[config.mk]
export PLATFORM = sky130hd
export DESIGN_NAME = rwsu_loader
export DESIGN_NICKNAME = d
export VERILOG_FILES = /design/src/rwsu_pkg.sv /design/src/rwsu_cfg_latch.sv /design/src/rwsu_word_value.sv /design/src/rwsu_loader.sv
export SDC_FILE = /design/constraint.sdc
export NUM_CORES = 1
export LEC_CHECK = 0
export ABC_AREA = 1
export BUFFER_PORTS_ARGS = -buffer_cell sky130_fd_sc_hd__buf_2
export CELL_PAD_IN_SITES_DETAIL_PLACEMENT = 0
export CELL_PAD_IN_SITES_GLOBAL_PLACEMENT = 1
export CORE_UTILIZATION = 39
export DETAILED_ROUTE_END_ITERATION = 6
export GPL_ROUTABILITY_DRIVEN = 0
export PLACE_DENSITY_LB_ADDON = 0.12
export SYNTH_ARGS = -nofsm -noshare
export SYNTH_HDL_FRONTEND = slang
export SYNTH_HIERARCHICAL = 1
export SYNTH_SLANG_ARGS = --single-unit
[constraint.sdc]
create_clock -name sys_clk -period 2.3 [get_ports sys_clk]
set_input_delay 0.345 -clock sys_clk [delete_from_list [all_inputs] [get_ports sys_clk]]
set_output_delay 0.345 -clock sys_clk [all_outputs]
set_load 0.01 [all_outputs]
[src/rwsu_pkg.sv]
// Purpose: shared constants for the module register control word loader
// Assumes: one controller clock, word data carried in the low bits of an 8-bit value
// Notes: ddr3 nibble = {bank1, bank0, data4, data3}; ddr4 nibble = data[3:0]
package rwsu_pkg;

    // ----------------------------------------------------------------
    // word numbering
    // ----------------------------------------------------------------
    localparam logic [4:0] DDR3_LAST_WORD = 5'h0f;
    localparam logic [4:0] DDR4_LAST_WORD = 5'h11;
    localparam logic [4:0] CA_DRIVE_WORD = 5'h03;
    localparam logic [4:0] CTL_DRIVE_WORD = 5'h04;
    localparam logic [4:0] CLK_DRIVE_WORD = 5'h05;
    localparam logic [4:0] DDR3_SPEED_WORD = 5'h0a;
    localparam logic [4:0] DDR3_VOLTAGE_WORD = 5'h0b;
    localparam logic [4:0] DDR4_RANK_HEIGHT_WORD = 5'h08;
    localparam logic [4:0] DDR4_SPEED_WORD = 5'h0a;
    localparam logic [4:0] DDR4_VREF_WORD = 5'h0b;
    localparam logic [4:0] DDR4_CS_MODE_WORD = 5'h0d;
    localparam logic [4:0] DDR4_SIDEBAND_WORD = 5'h10;
    localparam logic [4:0] DDR4_FINE_SPEED_WORD = 5'h11;

    // ----------------------------------------------------------------
    // field positions and values
    // ----------------------------------------------------------------
    localparam int DDR4_ADDR_WIDTH_BIT = 3;
    localparam int DDR4_VREF_SRC_BIT = 3;
    localparam int DDR4_MODULE_TYPE_BIT = 2;
    localparam int DDR4_SIDEBAND_OFF_BIT = 0;
    localparam logic [1:0] RANK_FOUR = 2'h1;
    localparam logic [1:0] RANK_ONE_TWO = 2'h3;
    localparam logic [1:0] HEIGHT_1 = 2'h3;
    localparam logic [1:0] HEIGHT_2 = 2'h2;
    localparam logic [1:0] HEIGHT_4 = 2'h1;
    localparam logic [1:0] CS_QUAD = 2'h1;
    localparam logic [1:0] CS_DUAL = 2'h0;
    localparam logic [7:0] WORD_RESET = 8'h00;

    // ----------------------------------------------------------------
    // drive strength by load count
    // ----------------------------------------------------------------
    localparam logic [4:0] LIGHT_LOAD_MAX = 5'h04;
    localparam logic [4:0] MEDIUM_LOAD_MAX = 5'h09;
    localparam logic [3:0] DRIVE_LIGHT = 4'h0;
    localparam logic [3:0] DRIVE_MEDIUM = 4'h5;
    localparam logic [3:0] DRIVE_HEAVY = 4'ha;

    typedef enum logic [1:0] {
        RWSU_IDLE = 2'b00,
        RWSU_LATCH = 2'b01,
        RWSU_SEND = 2'b10,
        RWSU_DONE = 2'b11
    } rwsu_state_type;

endpackage

[src/rwsu_cfg_latch.sv]
// Purpose: holds the module description steady while the words are sent
// Assumes: inputs come from logic on sys_clk
// Notes: captured once per initialization
`timescale 1ns/1ps
module rwsu_cfg_latch (
    input wire logic sys_clk, // controller clock
    input wire logic rst, // synchronous reset
    input wire logic capture, // take the inputs
    input wire logic in_ddr4, // 1 = ddr4 module
    input wire logic [4:0] in_loads, // dram loads on card
    input wire logic [2:0] in_speed, // speed code
    input wire logic [7:0] in_fine_speed, // ddr4 fine speed code
    input wire logic [1:0] in_voltage, // ddr3 voltage code
    input wire logic [2:0] in_ranks, // ranks per slot
    input wire logic in_stacked, // stacked dies present
    input wire logic [2:0] in_height, // stack height
    input wire logic in_addr17, // 17 address pins
    input wire logic in_lrdimm, // load reduced module
    output logic ddr4, // held copies
    output logic [4:0] loads, // held
    output logic [2:0] speed, // held
    output logic [7:0] fine_speed, // held
    output logic [1:0] voltage, // held
    output logic [2:0] ranks, // held
    output logic stacked, // held
    output logic [2:0] height, // held
    output logic addr17, // held
    output logic lrdimm // held
);
    logic [27:0] held;
    logic [27:0] next_held;

    always_comb
    begin
        next_held = held;
        if (capture)
        begin
            next_held = {in_ddr4, in_loads, in_speed, in_fine_speed, in_voltage,
                         in_ranks, in_stacked, in_height, in_addr17, in_lrdimm};
        end
    end

    always_ff @(posedge sys_clk)
    begin
        if (rst)
            held <= 28'h0000000;
        else
            held <= next_held;
    end

    assign {ddr4, loads, speed, fine_speed, voltage, ranks, stacked, height, addr17,
            lrdimm} = held;
endmodule

[src/rwsu_word_value.sv]
// Purpose: value of one register-chip control word from the module description
// Assumes: combinational, fed from held configuration
// Notes: unlisted words are zero
`timescale 1ns/1ps
module rwsu_word_value (
    input wire logic [4:0] index, // control word number
    input wire logic ddr4, // 1 = ddr4 module
    input wire logic [4:0] loads, // dram loads
    input wire logic [2:0] speed, // speed code
    input wire logic [7:0] fine_speed, // fine speed code
    input wire logic [1:0] voltage, // voltage code
    input wire logic [2:0] ranks, // ranks per slot
    input wire logic stacked, // stacked dies
    input wire logic [2:0] height, // stack height
    input wire logic addr17, // 17 address pins
    input wire logic lrdimm, // load reduced module
    output logic [7:0] value // word data
);
    logic [3:0] drive;
    logic [1:0] rank_field;

    always_comb
    begin
        if (loads <= rwsu_pkg::LIGHT_LOAD_MAX)
            drive = rwsu_pkg::DRIVE_LIGHT;
        else if (loads <= rwsu_pkg::MEDIUM_LOAD_MAX)
            drive = rwsu_pkg::DRIVE_MEDIUM;
        else
            drive = rwsu_pkg::DRIVE_HEAVY;
        if (!stacked)
            rank_field = (ranks == 3'h4) ? rwsu_pkg::RANK_FOUR : rwsu_pkg::RANK_ONE_TWO;
        else if (height == 3'h4)
            rank_field = rwsu_pkg::HEIGHT_4;
        else if (height == 3'h2)
            rank_field = rwsu_pkg::HEIGHT_2;
        else
            rank_field = rwsu_pkg::HEIGHT_1;
        value = rwsu_pkg::WORD_RESET;
        if (!ddr4)
        begin
            case (index)
                rwsu_pkg::CA_DRIVE_WORD,
                rwsu_pkg::CTL_DRIVE_WORD,
                rwsu_pkg::CLK_DRIVE_WORD: value = {4'h0, drive};
                rwsu_pkg::DDR3_SPEED_WORD: value = {5'h00, speed};
                rwsu_pkg::DDR3_VOLTAGE_WORD: value = {6'h00, voltage};
                default: value = rwsu_pkg::WORD_RESET;
            endcase
        end
        else
        begin
            case (index)
                rwsu_pkg::CA_DRIVE_WORD,
                rwsu_pkg::CTL_DRIVE_WORD,
                rwsu_pkg::CLK_DRIVE_WORD: value = {4'h0, drive};
                rwsu_pkg::DDR4_RANK_HEIGHT_WORD:
                begin
                    value = {6'h00, rank_field};
                    value[rwsu_pkg::DDR4_ADDR_WIDTH_BIT] = addr17;
                end
                rwsu_pkg::DDR4_SPEED_WORD: value = {5'h00, speed};
                rwsu_pkg::DDR4_VREF_WORD: value[rwsu_pkg::DDR4_VREF_SRC_BIT] = 1'b1;
                rwsu_pkg::DDR4_CS_MODE_WORD:
                begin
                    value = {6'h00, (ranks == 3'h4) ? rwsu_pkg::CS_QUAD : rwsu_pkg::CS_DUAL};
                    value[rwsu_pkg::DDR4_MODULE_TYPE_BIT] = !lrdimm;
                end
                rwsu_pkg::DDR4_SIDEBAND_WORD:
                    value[rwsu_pkg::DDR4_SIDEBAND_OFF_BIT] = 1'b1;
                rwsu_pkg::DDR4_FINE_SPEED_WORD: value = fine_speed;
                default: value = rwsu_pkg::WORD_RESET;
            endcase
        end
    end
endmodule

[src/rwsu_loader.sv]
// Purpose: writes every register-chip control word of a registered memory module after reset
// Assumes: downstream command engine takes one word per valid/ready handshake
// Notes: normal traffic is held off until all words are taken
//
// Operation
// - ddr3 unlisted words are written zero
// - ddr4 unlisted words are written zero
// - drive words follow dram load count
// - speed words follow targeted speed
// - ddr3 voltage word follows targeted voltage
// - ddr4 rank/height field encodes ranks or height
// - ddr4 address width bit: 1 for 17
// - ddr4 reference source bit written one
// - ddr4 chip select: quad for four ranks
// - ddr4 module bit: 0 lrdimm, 1 rdimm
// - ddr4 sideband bit one disables i2c
`timescale 1ns/1ps
module rwsu_loader (
    input wire logic sys_clk, // controller clock
    input wire logic rst, // synchronous reset, high
    input wire logic cfg_ddr4, // 1 = ddr4 module, 0 = ddr3
    input wire logic [4:0] cfg_loads, // dram loads on card
    input wire logic [2:0] cfg_speed, // targeted speed code
    input wire logic [7:0] cfg_fine_speed, // ddr4 fine speed code
    input wire logic [1:0] cfg_voltage, // ddr3 targeted voltage code
    input wire logic [2:0] cfg_ranks, // physical ranks per slot
    input wire logic cfg_stacked, // stacked dies present
    input wire logic [2:0] cfg_height, // stack height 1, 2 or 4
    input wire logic cfg_addr17, // module uses 17 address pins
    input wire logic cfg_lrdimm, // load reduced module
    input wire logic word_ready, // command engine takes the word
    output logic word_valid, // a control word is offered
    output logic [4:0] word_index, // control word number
    output logic [7:0] word_data, // control word value
    output logic traffic_enable // words done, normal traffic allowed
);
    // ----------------------------------------------------------------
    // held configuration and word values
    // ----------------------------------------------------------------
    rwsu_pkg::rwsu_state_type state;
    rwsu_pkg::rwsu_state_type next_state;
    logic next_word_valid;
    logic [4:0] next_word_index;
    logic [7:0] next_word_data;
    logic next_traffic_enable;
    logic h_ddr4;
    logic [4:0] h_loads;
    logic [2:0] h_speed;
    logic [7:0] h_fine_speed;
    logic [1:0] h_voltage;
    logic [2:0] h_ranks;
    logic h_stacked;
    logic [2:0] h_height;
    logic h_addr17;
    logic h_lrdimm;
    logic [4:0] value_index;
    logic [7:0] value;
    logic [4:0] last_word;
    logic taken;

    rwsu_cfg_latch u_cfg (
        .sys_clk(sys_clk),
        .rst(rst),
        .capture(state == rwsu_pkg::RWSU_IDLE),
        .in_ddr4(cfg_ddr4),
        .in_loads(cfg_loads),
        .in_speed(cfg_speed),
        .in_fine_speed(cfg_fine_speed),
        .in_voltage(cfg_voltage),
        .in_ranks(cfg_ranks),
        .in_stacked(cfg_stacked),
        .in_height(cfg_height),
        .in_addr17(cfg_addr17),
        .in_lrdimm(cfg_lrdimm),
        .ddr4(h_ddr4),
        .loads(h_loads),
        .speed(h_speed),
        .fine_speed(h_fine_speed),
        .voltage(h_voltage),
        .ranks(h_ranks),
        .stacked(h_stacked),
        .height(h_height),
        .addr17(h_addr17),
        .lrdimm(h_lrdimm)
    );

    rwsu_word_value u_value (
        .index(value_index),
        .ddr4(h_ddr4),
        .loads(h_loads),
        .speed(h_speed),
        .fine_speed(h_fine_speed),
        .voltage(h_voltage),
        .ranks(h_ranks),
        .stacked(h_stacked),
        .height(h_height),
        .addr17(h_addr17),
        .lrdimm(h_lrdimm),
        .value(value)
    );

    // ----------------------------------------------------------------
    // sequencer
    // ----------------------------------------------------------------
    assign last_word = h_ddr4 ? rwsu_pkg::DDR4_LAST_WORD : rwsu_pkg::DDR3_LAST_WORD;
    assign taken = word_valid && word_ready;

    always_comb
    begin
        next_state = state;
        next_word_valid = word_valid;
        next_word_index = word_index;
        next_traffic_enable = traffic_enable;
        value_index = word_index;
        case (state)
            rwsu_pkg::RWSU_IDLE:
                next_state = rwsu_pkg::RWSU_LATCH;
            rwsu_pkg::RWSU_LATCH:
            begin
                value_index = 5'h00;
                next_word_index = 5'h00;
                next_word_valid = 1'b1;
                next_state = rwsu_pkg::RWSU_SEND;
            end
            rwsu_pkg::RWSU_SEND:
            begin
                if (taken)
                begin
                    if (word_index == last_word)
                    begin
                        next_word_valid = 1'b0;
                        next_traffic_enable = 1'b1;
                        next_state = rwsu_pkg::RWSU_DONE;
                    end
                    else
                    begin
                        next_word_index = word_index + 5'h01;
                        value_index = word_index + 5'h01;
                    end
                end
            end
            rwsu_pkg::RWSU_DONE:
                next_traffic_enable = 1'b1;
            default:
                next_state = rwsu_pkg::RWSU_IDLE;
        endcase
        next_word_data = (next_word_valid) ? value : rwsu_pkg::WORD_RESET;
    end

    always_ff @(posedge sys_clk)
    begin
        if (rst)
        begin
            state <= rwsu_pkg::RWSU_IDLE;
            word_valid <= 1'b0;
            word_index <= 5'h00;
            word_data <= rwsu_pkg::WORD_RESET;
            traffic_enable <= 1'b0;
        end
        else
        begin
            state <= next_state;
            word_valid <= next_word_valid;
            word_index <= next_word_index;
            word_data <= next_word_data;
            traffic_enable <= next_traffic_enable;
        end
    end

    // ----------------------------------------------------------------
    // checks
    // ----------------------------------------------------------------
    AST_DDR3_ZERO: assert property (@(posedge sys_clk) disable iff (rst)
        word_valid && !h_ddr4 && !(word_index inside {5'h03, 5'h04, 5'h05, 5'h0a, 5'h0b})
        |-> word_data == 8'h00)
        else $error("ddr3 unlisted word not zero");

    AST_DDR4_ZERO: assert property (@(posedge sys_clk) disable iff (rst)
        word_valid && h_ddr4
        && !(word_index inside {5'h03, 5'h04, 5'h05, 5'h08, 5'h0a, 5'h0b, 5'h0d, 5'h10, 5'h11})
        |-> word_data == 8'h00)
        else $error("ddr4 unlisted word not zero");

    AST_DRIVE: assert property (@(posedge sys_clk) disable iff (rst)
        word_valid && word_index inside {5'h03, 5'h04, 5'h05}
        |-> word_data == ((h_loads <= 5'h04) ? 8'h00 : (h_loads <= 5'h09) ? 8'h05 : 8'h0a))
        else $error("drive word does not follow load count");

    AST_SPEED: assert property (@(posedge sys_clk) disable iff (rst)
        word_valid && (word_index == 5'h0a || (h_ddr4 && word_index == 5'h11))
        |-> word_data == ((word_index == 5'h11) ? h_fine_speed : {5'h00, h_speed}))
        else $error("speed word mismatch");

    AST_VOLTAGE: assert property (@(posedge sys_clk) disable iff (rst)
        word_valid && !h_ddr4 && word_index == 5'h0b |-> word_data == {6'h00, h_voltage})
        else $error("ddr3 voltage word mismatch");

    AST_RANK_HEIGHT: assert property (@(posedge sys_clk) disable iff (rst)
        word_valid && h_ddr4 && word_index == 5'h08
        |-> word_data[1:0] == (!h_stacked ? ((h_ranks == 3'h4) ? 2'h1 : 2'h3)
                              : (h_height == 3'h4) ? 2'h1 : (h_height == 3'h2) ? 2'h2 : 2'h3))
        else $error("rank/height field mismatch");

    AST_ADDR_WIDTH: assert property (@(posedge sys_clk) disable iff (rst)
        word_valid && h_ddr4 && word_index == 5'h08 |-> word_data[3] == h_addr17)
        else $error("address width bit mismatch");

    AST_VREF: assert property (@(posedge sys_clk) disable iff (rst)
        word_valid && h_ddr4 && word_index == 5'h0b |-> word_data == 8'h08)
        else $error("reference source bit not set");

    AST_CS_MODE: assert property (@(posedge sys_clk) disable iff (rst)
        word_valid && h_ddr4 && word_index == 5'h0d
        |-> word_data[1:0] == ((h_ranks == 3'h4) ? 2'h1 : 2'h0))
        else $error("chip select mode mismatch");

    AST_MODULE_TYPE: assert property (@(posedge sys_clk) disable iff (rst)
        word_valid && h_ddr4 && word_index == 5'h0d |-> word_data[2] == !h_lrdimm)
        else $error("module type bit mismatch");

    AST_SIDEBAND: assert property (@(posedge sys_clk) disable iff (rst)
        word_valid && h_ddr4 && word_index == 5'h10 |-> word_data == 8'h01)
        else $error("sideband word not disabling i2c");

    // ----------------------------------------------------------------
    // stream order, held description and traffic gate
    // ----------------------------------------------------------------
    AST_HOLD: assert property (@(posedge sys_clk) disable iff (rst)
        word_valid && !word_ready |=> word_valid && $stable(word_index) && $stable(word_data))
        else $error("offered word dropped before taken");

    AST_TRAFFIC_AFTER_LAST: assert property (@(posedge sys_clk) disable iff (rst)
        $rose(traffic_enable) |-> $past(taken) && $past(word_index) == last_word && !word_valid)
        else $error("traffic enabled before last word taken");

    AST_START: assert property (@(posedge sys_clk) disable iff (rst)
        $fell(rst) |-> !word_valid ##1 !word_valid
        ##1 word_valid && word_index == 5'h00 && !traffic_enable)
        else $error("sequence did not start at word zero");

    // a taken word that is not the last is followed at once by its successor
    AST_INDEX_STEP: assert property (@(posedge sys_clk) disable iff (rst)
        taken && word_index != last_word
        |=> word_valid && word_index == $past(word_index) + 5'h01)
        else $error("word number did not step by one");

    AST_DATA_IDLE: assert property (@(posedge sys_clk) disable iff (rst)
        !word_valid |-> word_data == 8'h00)
        else $error("word data not zero while no word offered");

    AST_VALID_GATED: assert property (@(posedge sys_clk) disable iff (rst)
        word_valid |-> !traffic_enable)
        else $error("traffic allowed while a word is still offered");

    // once open, the gate stays open until the next reset
    AST_TRAFFIC_STAYS: assert property (@(posedge sys_clk) disable iff (rst)
        traffic_enable |=> traffic_enable && !word_valid)
        else $error("traffic gate dropped or word offered after release");

    // later changes on the description pins must not reach the words
    AST_CFG_HELD: assert property (@(posedge sys_clk) disable iff (rst)
        state != rwsu_pkg::RWSU_IDLE
        |=> $stable(h_ddr4) && $stable(h_loads) && $stable(h_ranks) && $stable(h_lrdimm))
        else $error("module description changed during load");

endmodule

[Word-level counts from Yosys, hierarchy flattened]
Index checks and enable logic that the tools add are counted.
Word-level totals
  register bits after elaboration: 45
Operators by class
  add/sub/neg operators: 1
  order comparisons: 2
  equality and inequality tests: 18
  mux-type cells: 26
  bitwise operators: 1
  reduce and logical (&&, ||, !) cells: 9
Operator list (number)
  5-bit by 4-bit equality test with 1-bit output (second input constant): 4
  5-bit 2-to-1 mux: 3
  4-bit 2-to-1 mux: 3
  4-bit case mux with 3 select lines: 1
  5-bit by 3-bit equality test with 1-bit output (second input constant): 2
  5-bit equality test (second input constant): 2
  2-bit 2-to-1 mux: 5
  2-bit case mux with 5 select lines: 1
  5-bit case mux with 2 select lines: 1
  8-bit 2-to-1 mux: 1
  3-bit equality test (second input constant): 2
  1-bit 2-to-1 mux: 6
  1-bit case mux with 6 select lines: 1
  2-bit case mux with 3 select lines: 1
  3-bit AND reduction: 2
  5-bit by 1-bit adder with 5-bit output (second input constant): 1
  5-bit by 2-bit equality test with 1-bit output (second input constant): 1
  5-bit equality test: 1
  5-bit by 3-bit less-or-equal comparator with 1-bit output (second input constant): 1
  5-bit by 4-bit less-or-equal comparator with 1-bit output (second input constant): 1
  2-bit equality test (second input constant): 2
  2-bit != test (second input constant): 2
  1-bit case mux with 2 select lines: 2
  1-bit case mux with 4 select lines: 1
  10 further kinds: 10

[Depth between registers and ports, before layout]
Gate-level depths: netlist of run 1.
  word-level depth: 9
  gate-level depth with buffers: 21
  depth with buffers taken out: 21

[Modules after synthesis]
The synthesis of run 1 kept the hierarchy.
Modules (own cells, without submodules)
  rwsu_cfg_latch: instances 1, cells each 177, area an instance 1211.2 µm², sequential area each 560.5 µm²
  rwsu_loader: instances 1, cells each 109, area an instance 877.1 µm², sequential area each 340.3 µm²
  rwsu_word_value: instances 1, cells each 91, area an instance 390.4 µm², sequential area each 0.0 µm²

[Worst setup path before layout of run 1]
No wires, ideal clock.
  path type: flip-flop to flip-flop
  start point: register state[0]
  end point: register word_data[1]
  arrival time: 2.016 ns
  setup slack: 0.172 ns
  cell stages (with the launch flop): 17
  period minus slack after synthesis: 2.128 ns
  path through: dfxtp_1 inv_1 ha_1 inv_2 nor2_1 inv_1 o211ai_1 nand2_1 inv_1 nor2_2 and3_1 nor2_1 nand2_1 nand2_1 nand2_1 inv_1 nor2_2
Between the ends
  word-level cells in the longest chain between the ends: 6
  elaborated cells on any way between the ends: 18
  classes of those cells: eq/ne: 10; mux: 5; bitwise: 1; reduce/logical: 2
Ends and longest elaborated chain
  start: declaration: line rwsu_loader.sv:40  | rwsu_pkg::rwsu_state_type state;
  start signal: assignment: line rwsu_loader.sv:154  | state <= rwsu_pkg::RWSU_IDLE;
  start signal: assignment: line rwsu_loader.sv:162  | state <= next_state;
  2-bit equality test / 2-bit by 1-bit equality test with 1-bit output (equally long branches)
  5-bit case mux with 2 select lines *
  named net next_word_index[1]: line rwsu_loader.sv:43  | logic [4:0] next_word_index;
  5-bit by 2-bit equality test with 1-bit output / 5-bit by 3-bit equality test with 1-bit output (equally long branches): line rwsu_word_value.sv:41, rwsu_word_value.sv:52
  3-bit OR reduction: line rwsu_word_value.sv:41, rwsu_word_value.sv:52
  2-bit case mux with 5 select lines / 4-bit case mux with 3 select lines (equally long branches): line rwsu_word_value.sv:52, rwsu_word_value.sv:41
  8-bit 2-to-1 mux *: line rwsu_word_value.sv:39  | if (!ddr4)
  named net value[1]: line rwsu_loader.sv:57  | logic [7:0] value;
  end signal: assignment: line rwsu_loader.sv:157  | word_data <= rwsu_pkg::WORD_RESET;
  end signal: assignment: line rwsu_loader.sv:165  | word_data <= next_word_data;
  end: declaration: line rwsu_loader.sv:34  | output logic [7:0] word_data,
Mark *: on every way through the listed nets, which the timed path passes. The rest lies on a longest branch.
A chain may end at the register's enable or synchronous reset.

[Worst setup path after layout of run 1]
  start point: register state[1]
  end point: register word_data[0]
Between the ends
  word-level cells in the longest chain between the ends: 6
  elaborated cells on any way between the ends: 19
  classes of those cells: eq/ne: 11; mux: 5; bitwise: 1; reduce/logical: 2
Ends and longest elaborated chain (line)
  2-bit equality test / 2-bit by 1-bit equality test with 1-bit output (equally long branches)
  5-bit case mux with 2 select lines *
  named net next_word_index[1]: rwsu_loader.sv:43
  5-bit by 2-bit equality test with 1-bit output / 5-bit by 3-bit equality test with 1-bit output (equally long branches): rwsu_word_value.sv:41, rwsu_word_value.sv:52
  3-bit OR reduction: rwsu_word_value.sv:41, rwsu_word_value.sv:52
  1-bit case mux with 6 select lines / 4-bit case mux with 3 select lines (equally long branches): rwsu_word_value.sv:52, rwsu_word_value.sv:41
  8-bit 2-to-1 mux *: rwsu_word_value.sv:39
  named net value[0]: rwsu_loader.sv:57
Marks and branches as above.

==> summary.log, run 1 <==
qor: finish.drive_above_1_share 0.360
qor: logic_synthesis.synth_compound_area_frac 0.0535
qor: detailed_routing.drt_wl_total 5210 um
qor: detailed_routing.routed_via_density 4.44
qor: logic_synthesis.synthCells 377
qor: sta.tns 0 ps
qor: floorplan.die_width 81.7 um
qor: finish.n_antenna_cell 0
qor: finish.mostFrequentLayoutCells 87 x nand2_1, 62 x inv_1, 59 x nor2_1
qor: clock_network.clkSinkCount 45
qor: logic_synthesis.synth.yosys.warnings 6
qor: grt.wire_length_of_the_first_global_routing_pass 8800 um
qor: grt.grt_pass1_vias 2069
qor: detailed_routing.detail_route.first_pass.iterations 4
qor: sta.maxSlewViolCount 0
qor: clock_network.ctsRootBufferMaster clkbuf_8
qor: pwr.static-leakage-power 1.60 nW
qor: floorplan.ios 46
qor: clock_network.cts.clk_slew.worst_paths 100 ps
qor: finish.fin_cells 508
qor: sta.fmaxAchievable 457 MHz
qor: worst_setup_path.worst_r2r_startpoint state[1]
qor: clock_network.htree_levels 2
qor: worst_setup_path.end_kind register
qor: grt.total_track_usage 0.171
qor: pwr.total_chip_power 2.90 mW
qor: logic_synthesis.yosys.area_share.simple 0.414
qor: sta.tcrit_tclk_final 0.952
qor: finish.nets 468
qor: worst_setup_path.worstPathMaxFanout 5
qor: logic_synthesis.syn-mean-instance-area 6.57 um2
qor: flow_run.maxCapViolations 0
qor: logic_synthesis.synth.top_cells.by_area dfxtp_1 36%, nand2_1 14%, inv_1 10%
qor: place.pre_cts_slack -18.6 ps
qor: detailed_routing.avgRoutedWirePerCell 10.3 um
qor: sta.max-slew-margin-rel 0.689
qor: floorplan.design.die.area 0.00668 mm2
qor: worst_setup_path.crit_type register to register
qor: grt.grt_max_degree 56
qor: logic_synthesis.syn_nets 413
qor: worst_setup_path.crit_path_start_kind register
qor: clock_network.clk-insertion-delay-late 310 ps
qor: clock_network.ctsLongestPathBuffers 2
qor: finish.syn_to_final_growth 23.6%
qor: pwr.vdd.ir_drop.worst 0.000695 V
qor: sta.finalWorstPathRequiredPeriod 2190 ps
qor: worst_setup_path.worstSetupEndpoint word_data[0]
qor: logic_synthesis.ys_seq_area_frac 0.363
qor: sta.fin_skew 12.2 ps
qor: floorplan.placementRows 28
qor: floorplan.die_outline_height 81.7 um
qor: clock_network.cts_hold_buffers 0
qor: logic_synthesis.yosysTopAreaCellShare 0.363
qor: pwr.power.density_cell_area 948 mW/mm2
qor: status.status completed
qor: floorplan.core_area 0.00603 mm2
qor: hold_path.min-delay-path-class input port to register
qor: logic_synthesis.synth.distinct_cells 27
qor: logic_synthesis.dominant_combinational_cell_family_by_area_after_synthesis simple AND/OR/NAND/NOR gates
qor: logic_synthesis.library_cell_with_the_largest_summed_area_after_synthesis dfxtp_1
qor: detailed_routing.drt_iter0_drc 85
qor: worst_setup_path.worst-r2r-cell-count 15
qor: finish.final_common_cell nand2_1
qor: detailed_routing.drc 0
qor: place.count_of_input_and_output_buffers 45
qor: logic_synthesis.synth.cell_area 0.00248 mm2
qor: worst_setup_path.critPathLaunch state[1]
qor: clock_network.tritoncts_clock_tree done
qor: sta.timing.final.setup_violations 0
qor: place.post-dp-hpwl 3750 um
qor: clock_network.cts-buffers-inserted 5
qor: logic_synthesis.synth_xor_area_frac 0
qor: logic_synthesis.postSynthRegisterBits 45
qor: place.place_inst 499
qor: sta.timing_hold_violations_final 0
qor: logic_synthesis.synth_fa_ha_area_frac 0.0252
qor: logic_synthesis.post_synth_mux_area_share 0
qor: worst_setup_path.regToRegEndpoint word_data[0]
qor: sta.worst_slack 110 ps
qor: detailed_routing.postRouteAntennaNets 0
qor: sta.tightest_slew 466 ps
qor: grt.grt_antenna_before_repair 0
qor: detailed_routing.detailroute.via_count 2253
qor: floorplan.initial_core_utilization 0.411
qor: worst_setup_path.reg2reg_slack 110 ps
qor: grt.globalRoute.totalOverflow 0
qor: worst_setup_path.critical_path_required_time 2550 ps
qor: worst_setup_path.cp_data_arrival_time 2440 ps
-- synth_stat cells --
cell type and instances:
o21ai_0 3, nand3_2 5, buf_2 4, nand4_2 1, inv_1 68, inv_4 1
dfxtp_1 45, inv_2 5, o21bai_1 1, ha_1 5, nand2_1 92, nor3_2 1
nand2_4 2, nand3_1 16, a21oi_4 1, buf_6 5, nand2_2 2, a21oi_1 7
nor2_2 33, a211oi_2 2, nor2_1 68, o211ai_1 1, o21ai_1 2, a21o_1 1
o221ai_1 1, nand4_1 4, and3_1 1
-- per-stage QoR --
step           cell area, um2   util  hold WS [ps]
3_5_place_dp             2820  0.468           464
6_report                 3060  0.509           321
4_1_cts                  2920  0.485           318
5_1_grt                  3060  0.509           329
3_3_place_gp             2820  0.468           459
2_1_floorplan            2480      -           441
-- worst min-delay path by stage --
stage                            startpoint             end  cells after the start  slack (ps)
after CTS                 cfg_fine_speed[6]  u_cfg/held[17]                      5         320
after floorplan              u_cfg/held[20]  u_cfg/held[20]                      2         440
final                     cfg_fine_speed[6]  u_cfg/held[17]                      5         320
after detailed placement     u_cfg/held[26]  u_cfg/held[26]                      2         460
after global routing           cfg_loads[1]  u_cfg/held[23]                      5         330
after global placement       u_cfg/held[17]  u_cfg/held[17]                      2         460
-- cells by family after synthesis --
logic type | after synthesis
flip-flops | 45
buffers and inverters | 83
AO/OA/AOI/OAI | 19
adder cells (fa/ha/maj) | 5
AND/OR/NAND/NOR | 225
-- critical path, stage by stage (launching register included) --
cell and delay (ps):
dfxtp_2 330, inv_1 70, ha_4 300, inv_2 50
buf_4 140, o211ai_1 250, nand2_2 190, nor2_4 150
nand3_1 150, nor2_2 140, nor2_2 60, nand3_2 70
nand2_1 60, nand2_1 60, inv_1 40, nor2_2 90
-- repair_timing --
action,CTS,global route
buffers inserted,0,1
setup endpoints to repair,1,7
pin swaps,1,15
resized for setup,2,48
-- report_power, final --
group / switching (mW) / leakage, nW / internal (mW) / total (mW)
registers: 0.128 / 0.374 / 0.988 / 1.12
logic: 0.768 / 1.17 / 0.518 / 1.29
clock network: 0.286 / 0.0481 / 0.216 / 0.502
-- registers in the layout, summed over array words and instances, names as in the netlist --
signal and count:
word_index 5, word_valid 1, state 2, u_cfg/held 28
traffic_enable 1, word_data 8
-- routing by layer --
layer / vias to the layer above / GRT usage / wire length [um]
li1: 1226 / - / -
met1: 971 / 0.229 / 2670
met2: 50 / 0.267 / 2220
met3: 6 / 0.0378 / 231
met4: 0 / 0.0614 / 82
met5: - / 0 / 0
-- final cells by class --
type                       instances  area (um2)
sequential                        45         917
inverter                          74         283
fill                             648        2960
clock buffer                       5        68.8
multi-input combinational        249        1350
timing repair buffer              57         328
tap                               75        93.8
clock inverter                     3        22.5
Note: power is estimated with default switching activity, not from simulation.
==> run 2: changes to the inputs <==
--- a/config.mk
+++ b/config.mk
@@ -9,11 +9,10 @@
 export BUFFER_PORTS_ARGS = -buffer_cell sky130_fd_sc_hd__buf_2
 export CELL_PAD_IN_SITES_DETAIL_PLACEMENT = 0
 export CELL_PAD_IN_SITES_GLOBAL_PLACEMENT = 1
-export CORE_UTILIZATION = 39
+export CORE_UTILIZATION = 38
 export DETAILED_ROUTE_END_ITERATION = 6
 export GPL_ROUTABILITY_DRIVEN = 0
 export PLACE_DENSITY_LB_ADDON = 0.12
 export SYNTH_ARGS = -nofsm -noshare
 export SYNTH_HDL_FRONTEND = slang
-export SYNTH_HIERARCHICAL = 1
 export SYNTH_SLANG_ARGS = --single-unit
==> run 2 against run 1 <==
Utilization shrank 3.2 points; cell count shrank 19%; register-to-register slack gained 90 ps; wire length shrank 7.9%; non-clock buffer count shrank 7; global-route usage shrank 0.096 points; combinational power shrank 36%; via count shrank 15%; sequential share of layout area grew 4.5 points.
==> summary.log, run 2 <==
qor: status.status completed
qor: worst_setup_path.reg2reg_slack 200 ps
qor: logic_synthesis.postSynth.topFlopCell dfxtp_1
qor: detailed_routing.routed_via_density 4.61
qor: logic_synthesis.library_cell_with_the_largest_summed_area_after_synthesis dfxtp_1
qor: grt.grt_max_degree 39
qor: logic_synthesis.synth.cell_area 0.00216 mm2
qor: hold_path.hold-path-cell-count 3
qor: floorplan.core_area 0.00551 mm2
qor: finish.multi_input_comb_area 0.00114 mm2
qor: logic_synthesis.syn_nets 331
qor: finish.nets 378
qor: finish.mostFrequentLayoutCells 56 x nor2_1, 45 x buf_2, 44 x dfxtp_1
qor: detailed_routing.drc 0
qor: worst_setup_path.worst-r2r-cell-count 14
qor: detailed_routing.drt_wl_total 4800 um
qor: logic_synthesis.postSynth.asyncResetShare 0
qor: logic_synthesis.synth.most_common_cell nor2_1
qor: clock_network.clk-insertion-delay-late 300 ps
qor: worst_setup_path.regToRegEndpoint word_data[1]
qor: logic_synthesis.synth.distinct_cells 25
qor: detailed_routing.detail_route.first_pass.iterations 4
qor: sta.timing_hold_violations_final 0
qor: worst_setup_path.crit_type register to register
qor: clock_network.postCtsSetupBuffers 0
qor: clock_network.htree_levels 2
qor: logic_synthesis.syn-mean-instance-area 7.35 um2
qor: finish.n_antenna_cell 0
qor: logic_synthesis.synthCells 294
qor: floorplan.ios 46
qor: detailed_routing.detailroute.via_count 1910
qor: place.post-dp-hpwl 3540 um
qor: sta.tcrit_tclk_final 0.914
qor: pwr.power.density_cell_area 918 mW/mm2
qor: detailed_routing.postRouteAntennaNets 0
qor: finish.syn_to_final_growth 21.2%
qor: grt.grt_antenna_before_repair 0
qor: grt.wire_length_of_the_first_global_routing_pass 8020 um
qor: clock_network.cts-buffers-inserted 5
qor: clock_network.tritoncts_clock_tree done
qor: clock_network.cts.clk_slew.worst_paths 90 ps
qor: floorplan.placementRows 27
qor: floorplan.design.die.area 0.00600 mm2
qor: worst_setup_path.worst_r2r_startpoint state[1]
qor: sta.maxSlewViolCount 0
qor: worst_setup_path.critical_path_required_time 2530 ps
qor: worst_setup_path.worstPathMaxFanout 4
qor: logic_synthesis.synth_edf_count 0
qor: grt.grt_pass1_vias 1690
qor: pwr.vdd.ir_drop.worst 0.00103 V
qor: finish.drive_above_1_share 0.266
qor: finish.regMostFlops u_cfg.held
qor: sta.fin_skew 3.99 ps
qor: logic_synthesis.synth.top_cells.by_count 58 x nor2_1, 45 x dfxtp_1, 36 x nand2_1
qor: sta.tns 0 ps
qor: finish.largest_register_ff_count 28
qor: logic_synthesis.postSynthRegisterBits 45
qor: logic_synthesis.synth.yosys.warnings 0
qor: grt.total_track_usage 0.170
qor: clock_network.ctsRootBufferMaster clkbuf_8
qor: clock_network.clkSinkCount 45
qor: grt.globalRoute.totalOverflow 0
qor: pwr.total_chip_power 2.41 mW
qor: finish.final_common_cell nor2_1
qor: worst_setup_path.crit_path_start_kind register
qor: sta.grt_setup_unrepaired no
qor: finish.area.sequential 902 um2
qor: logic_synthesis.yosysTopAreaCellShare 0.417
qor: sta.fmaxAchievable 475 MHz
qor: sta.timing.final.setup_violations 0
qor: floorplan.die_width 77.4 um
qor: pwr.static-leakage-power 1.25 nW
qor: place.count_of_input_and_output_buffers 45
qor: finish.finish.utilization 0.476
qor: detailed_routing.drt_iter0_drc 78
qor: hold_path.min-delay-path-class input port to register
qor: sta.finalWorstPathRequiredPeriod 2100 ps
qor: floorplan.initial_core_utilization 0.393
qor: sta.max-slew-margin-rel 0.536
qor: hold_path.hold_path.startpoint cfg_loads[2]
qor: logic_synthesis.ys_seq_area_frac 0.417
qor: worst_setup_path.cp_data_arrival_time 2330 ps
qor: finish.largestRegisters u_cfg.held (28), word_data (8), word_index (5)
qor: floorplan.die_outline_height 77.4 um
qor: finish.nFillCells 603
qor: detailed_routing.avgRoutedWirePerCell 11.6 um
qor: logic_synthesis.synth.top_cells.by_area dfxtp_1 42%, nor2_1 10%, o21ai_0 8.1%
qor: clock_network.ctsLongestPathBuffers 2
qor: hold_path.timing.hold.worst_endpoint u_cfg.held[24]
qor: sta.tightest_slew 695 ps
qor: worst_setup_path.end_kind register
qor: flow_run.maxCapViolations 0
## run 2: logic make-up after synthesis
| kind of cell | after synthesis | share of synthesized area |
|---|---|---|
| simple gates | 142 | 0.335 |
| compound gates | 56 | 0.135 |
| buf+inv | 45 | 0.0781 |
| flops | 45 | 0.417 |
| fa+ha+maj | 6 | 0.0347 |
## run 2: per-stage QoR
stage	cells	worst slack, ps	area, um2	hold slack (ps)
2_1_floorplan	294	236	2160	416
3_3_place_gp	406	19.7	2480	429
3_5_place_dp	406	-42.8	2480	432
4_1_cts	414	41.8	2580	252
5_1_grt	414	53.5	2620	242
6_report	414	197	2620	264
## run 2: what timing repair did
action	in CTS	in global routing
setup endpoints to repair	2	7
resized for setup	3	8
hold buffers	0	0
## run 2: metal layers
layer / up-vias / global-route usage / wire length (um)
met2: 40 / 0.243 / 2000
met1: 824 / 0.239 / 2560
met4: 0 / 0.0623 / 46
met5: - / 0 / 0
met3: 5 / 0.0482 / 187
li1: 1041 / - / -
## run 2: critical path: stages, from the launching register on
cell     delay (ps)
dfxtp_2         360
inv_1            90
ha_4            300
nand3_4         100
nor2_4          150
nand3_2          80
nand2_1         100
nand2_4          80
nand2_2         130
inv_2            60
a21oi_4         150
nand3_2         110
nand3_1         110
nand2_1          60
a21oi_1         150
## run 2: worst max-delay path by stage
stage / start / end / slack (ps) / cells past startpoint
after floorplan: state[0] / word_data[0] / 240 / 16
after global placement: state[1] / word_data[1] / 20 / 14
after detailed placement: state[1] / word_data[1] / -40 / 14
after CTS: state[1] / word_data[1] / 40 / 14
after global routing: state[1] / word_data[1] / 50 / 14
final: state[1] / word_data[1] / 200 / 14
## run 2: cell type report
type / instances / share of cell area
clock buffers: 5 / 0.0263
clock inverters: 3 / 0.00811
inverters: 35 / 0.0501
multi-input cells: 204 / 0.437
flip-flops and latches: 45 / 0.344
well taps: 72 / 0.0344
repair buffers: 50 / 0.100
## run 2: power by group
group / total, mW / switching, mW / leakage [nW] / internal [mW]
sequential: 1.09 / 0.105 / 0.371 / 0.983
clock: 0.487 / 0.271 / 0.0445 / 0.215
combinational: 0.831 / 0.538 / 0.838 / 0.293
==> run 3: changes to the inputs <==
--- a/config.mk
+++ b/config.mk
@@ -13,6 +13,7 @@
 export DETAILED_ROUTE_END_ITERATION = 6
 export GPL_ROUTABILITY_DRIVEN = 0
 export PLACE_DENSITY_LB_ADDON = 0.12
+export RECOVER_POWER = 100
 export SYNTH_ARGS = -nofsm -noshare
 export SYNTH_HDL_FRONTEND = slang
 export SYNTH_SLANG_ARGS = --single-unit
==> run 3 against run 2 <==
Cell area down 1.1%; combinational power down 1%; sequential cell count unchanged; first-iteration DRC count down 5.1%; critical path type unchanged; largest power group unchanged.
==> summary.log, run 3 (synthesis gave the netlist of run 2 again) <==
qor: pwr.power.density_cell_area 924 mW/mm2
qor: sta.timing.final.setup_violations 0
qor: sta.fin_skew 3.51 ps
qor: finish.mostFrequentLayoutCells 56 x nor2_1, 44 x dfxtp_1, 38 x nand2_1
qor: detailed_routing.drc 0
qor: sta.finalWorstPathRequiredPeriod 2110 ps
qor: grt.grt_max_degree 39
qor: detailed_routing.postRouteAntennaNets 0
qor: detailed_routing.drt_iter0_drc 74
qor: finish.final_common_cell nor2_1
qor: pwr.vdd.ir_drop.worst 0.00101 V
qor: finish.n_antenna_cell 0
qor: finish.largest_register_ff_count 28
qor: clock_network.htree_levels 2
qor: detailed_routing.detailroute.via_count 1909
qor: detailed_routing.drt_wl_total 4840 um
qor: worst_setup_path.end_kind register
qor: pwr.total_chip_power 2.40 mW
qor: finish.syn_to_final_growth 19.9%
qor: floorplan.ios 46
qor: sta.max-slew-margin-rel 0.537
qor: clock_network.postCtsSetupBuffers 0
qor: detailed_routing.detail_route.first_pass.iterations 4
qor: status.status completed
qor: sta.timing_hold_violations_final 0
qor: finish.regMostFlops u_cfg.held
qor: floorplan.initial_core_utilization 0.393
qor: flow_run.maxCapViolations 0
qor: worst_setup_path.crit_path_start_kind register
qor: place.count_of_input_and_output_buffers 45
qor: floorplan.core_area 0.00551 mm2
qor: place.post-dp-hpwl 3540 um
qor: grt.wire_length_of_the_first_global_routing_pass 8020 um
qor: floorplan.design.die.area 0.00600 mm2
qor: detailed_routing.routed_via_density 4.61
qor: sta.finalHoldWorstSlack 262 ps
qor: worst_setup_path.critical_path_required_time 2530 ps
qor: clock_network.clk-insertion-delay-late 300 ps
qor: grt.grt_antenna_before_repair 0
qor: clock_network.ctsRootBufferMaster clkbuf_8
qor: clock_network.cts.clk_slew.worst_paths 80 ps
qor: clock_network.tritoncts_clock_tree done
qor: pwr.static-leakage-power 1.19 nW
qor: finish.largestRegisters u_cfg.held (28), word_data (8), word_index (5)
qor: clock_network.cts-buffers-inserted 5
qor: sta.tightest_slew 694 ps
qor: finish.nets 378
qor: worst_setup_path.crit_type register to register
qor: sta.grt_setup_unrepaired no
qor: floorplan.die_outline_height 77.4 um
qor: worst_setup_path.worstPathMaxFanout 7
qor: grt.total_track_usage 0.170
qor: floorplan.placementRows 27
qor: sta.tcrit_tclk_final 0.916
qor: floorplan.die_width 77.4 um
qor: grt.globalRoute.totalOverflow 0
qor: hold_path.min-delay-path-class input port to register
qor: finish.drive_above_1_share 0.216
qor: sta.maxSlewViolCount 0
qor: grt.grt_pass1_vias 1690
qor: worst_setup_path.cp_data_arrival_time 2340 ps
qor: clock_network.ctsLongestPathBuffers 2
qor: detailed_routing.avgRoutedWirePerCell 11.7 um
qor: clock_network.clkSinkCount 45
qor: sta.fmaxAchievable 475 MHz
run 3: cell type report:
class,instances,area (um2)
Inverter,35,131
Tap cell,72,90.1
Clock buffer,5,68.8
Sequential cell,45,902
Timing Repair Buffer,50,239
Fill cell,614,2910
Clock inverter,3,21.3
Multi-Input combinational cell,204,1140
run 3: layer usage:
layer  wire length (um)  vias to the layer above  GRT usage
li1                   -                     1042          -
met1               2590                      828      0.239
met2               2000                       35      0.243
met3                203                        4     0.0482
met4                 44                        0     0.0623
met5                  0                        -          0
run 3: critical path: stages (launching register included):
cell and delay, ps:
dfxtp_2 360, inv_1 90, ha_4 300, inv_1 60, nor2_1 90, inv_1 60
buf_4 160, nand3_4 170, nand2_1 140, nor2_1 150, nand3_1 100, nand2_1 80
nand3b_1 100, nand2_1 50, a21oi_1 120
run 3: power by group:
group          total (mW)  switching, mW  internal (mW)
combinational       0.820          0.536          0.284
clock               0.488          0.273          0.215
sequential           1.09          0.106          0.983
run 3: worst paths after layout:
path / startpoint / end / slack [ps] / depth (start not counted)
setup / recovery: state[1] / word_data[2] / 190 / 14
hold / removal: cfg_loads[2] / u_cfg.held[24] / 260 / 3
setup reg to reg: state[1] / word_data[2] / 190 / 14
hold reg to reg: u_cfg.held[17] / word_data[6] / 440 / 2
run 3: metrics by stage:
| stage | instance area [um2] | setup TNS [ps] | worst slack, ps | std cells | utilization |
|---|---|---|---|---|---|
| final | 2590 | 0 | 193 | 414 | 0.471 |
| after global routing | 2590 | 0 | 37.9 | 414 | 0.471 |
| after CTS | 2580 | 0 | 41.8 | 414 | 0.469 |
| after detailed placement | 2480 | -42.8 | -42.8 | 406 | 0.450 |
| after global placement | 2480 | 0 | 19.7 | 406 | 0.450 |
| after floorplan | 2160 | 0 | 236 | 294 | - |
run 3: timing repair:
action / CTS / global route
endpoints found under the setup margin: 2 / 7
hold buffers: 0 / 0
gates cloned: 0 / 0
resized for setup: 3 / 8
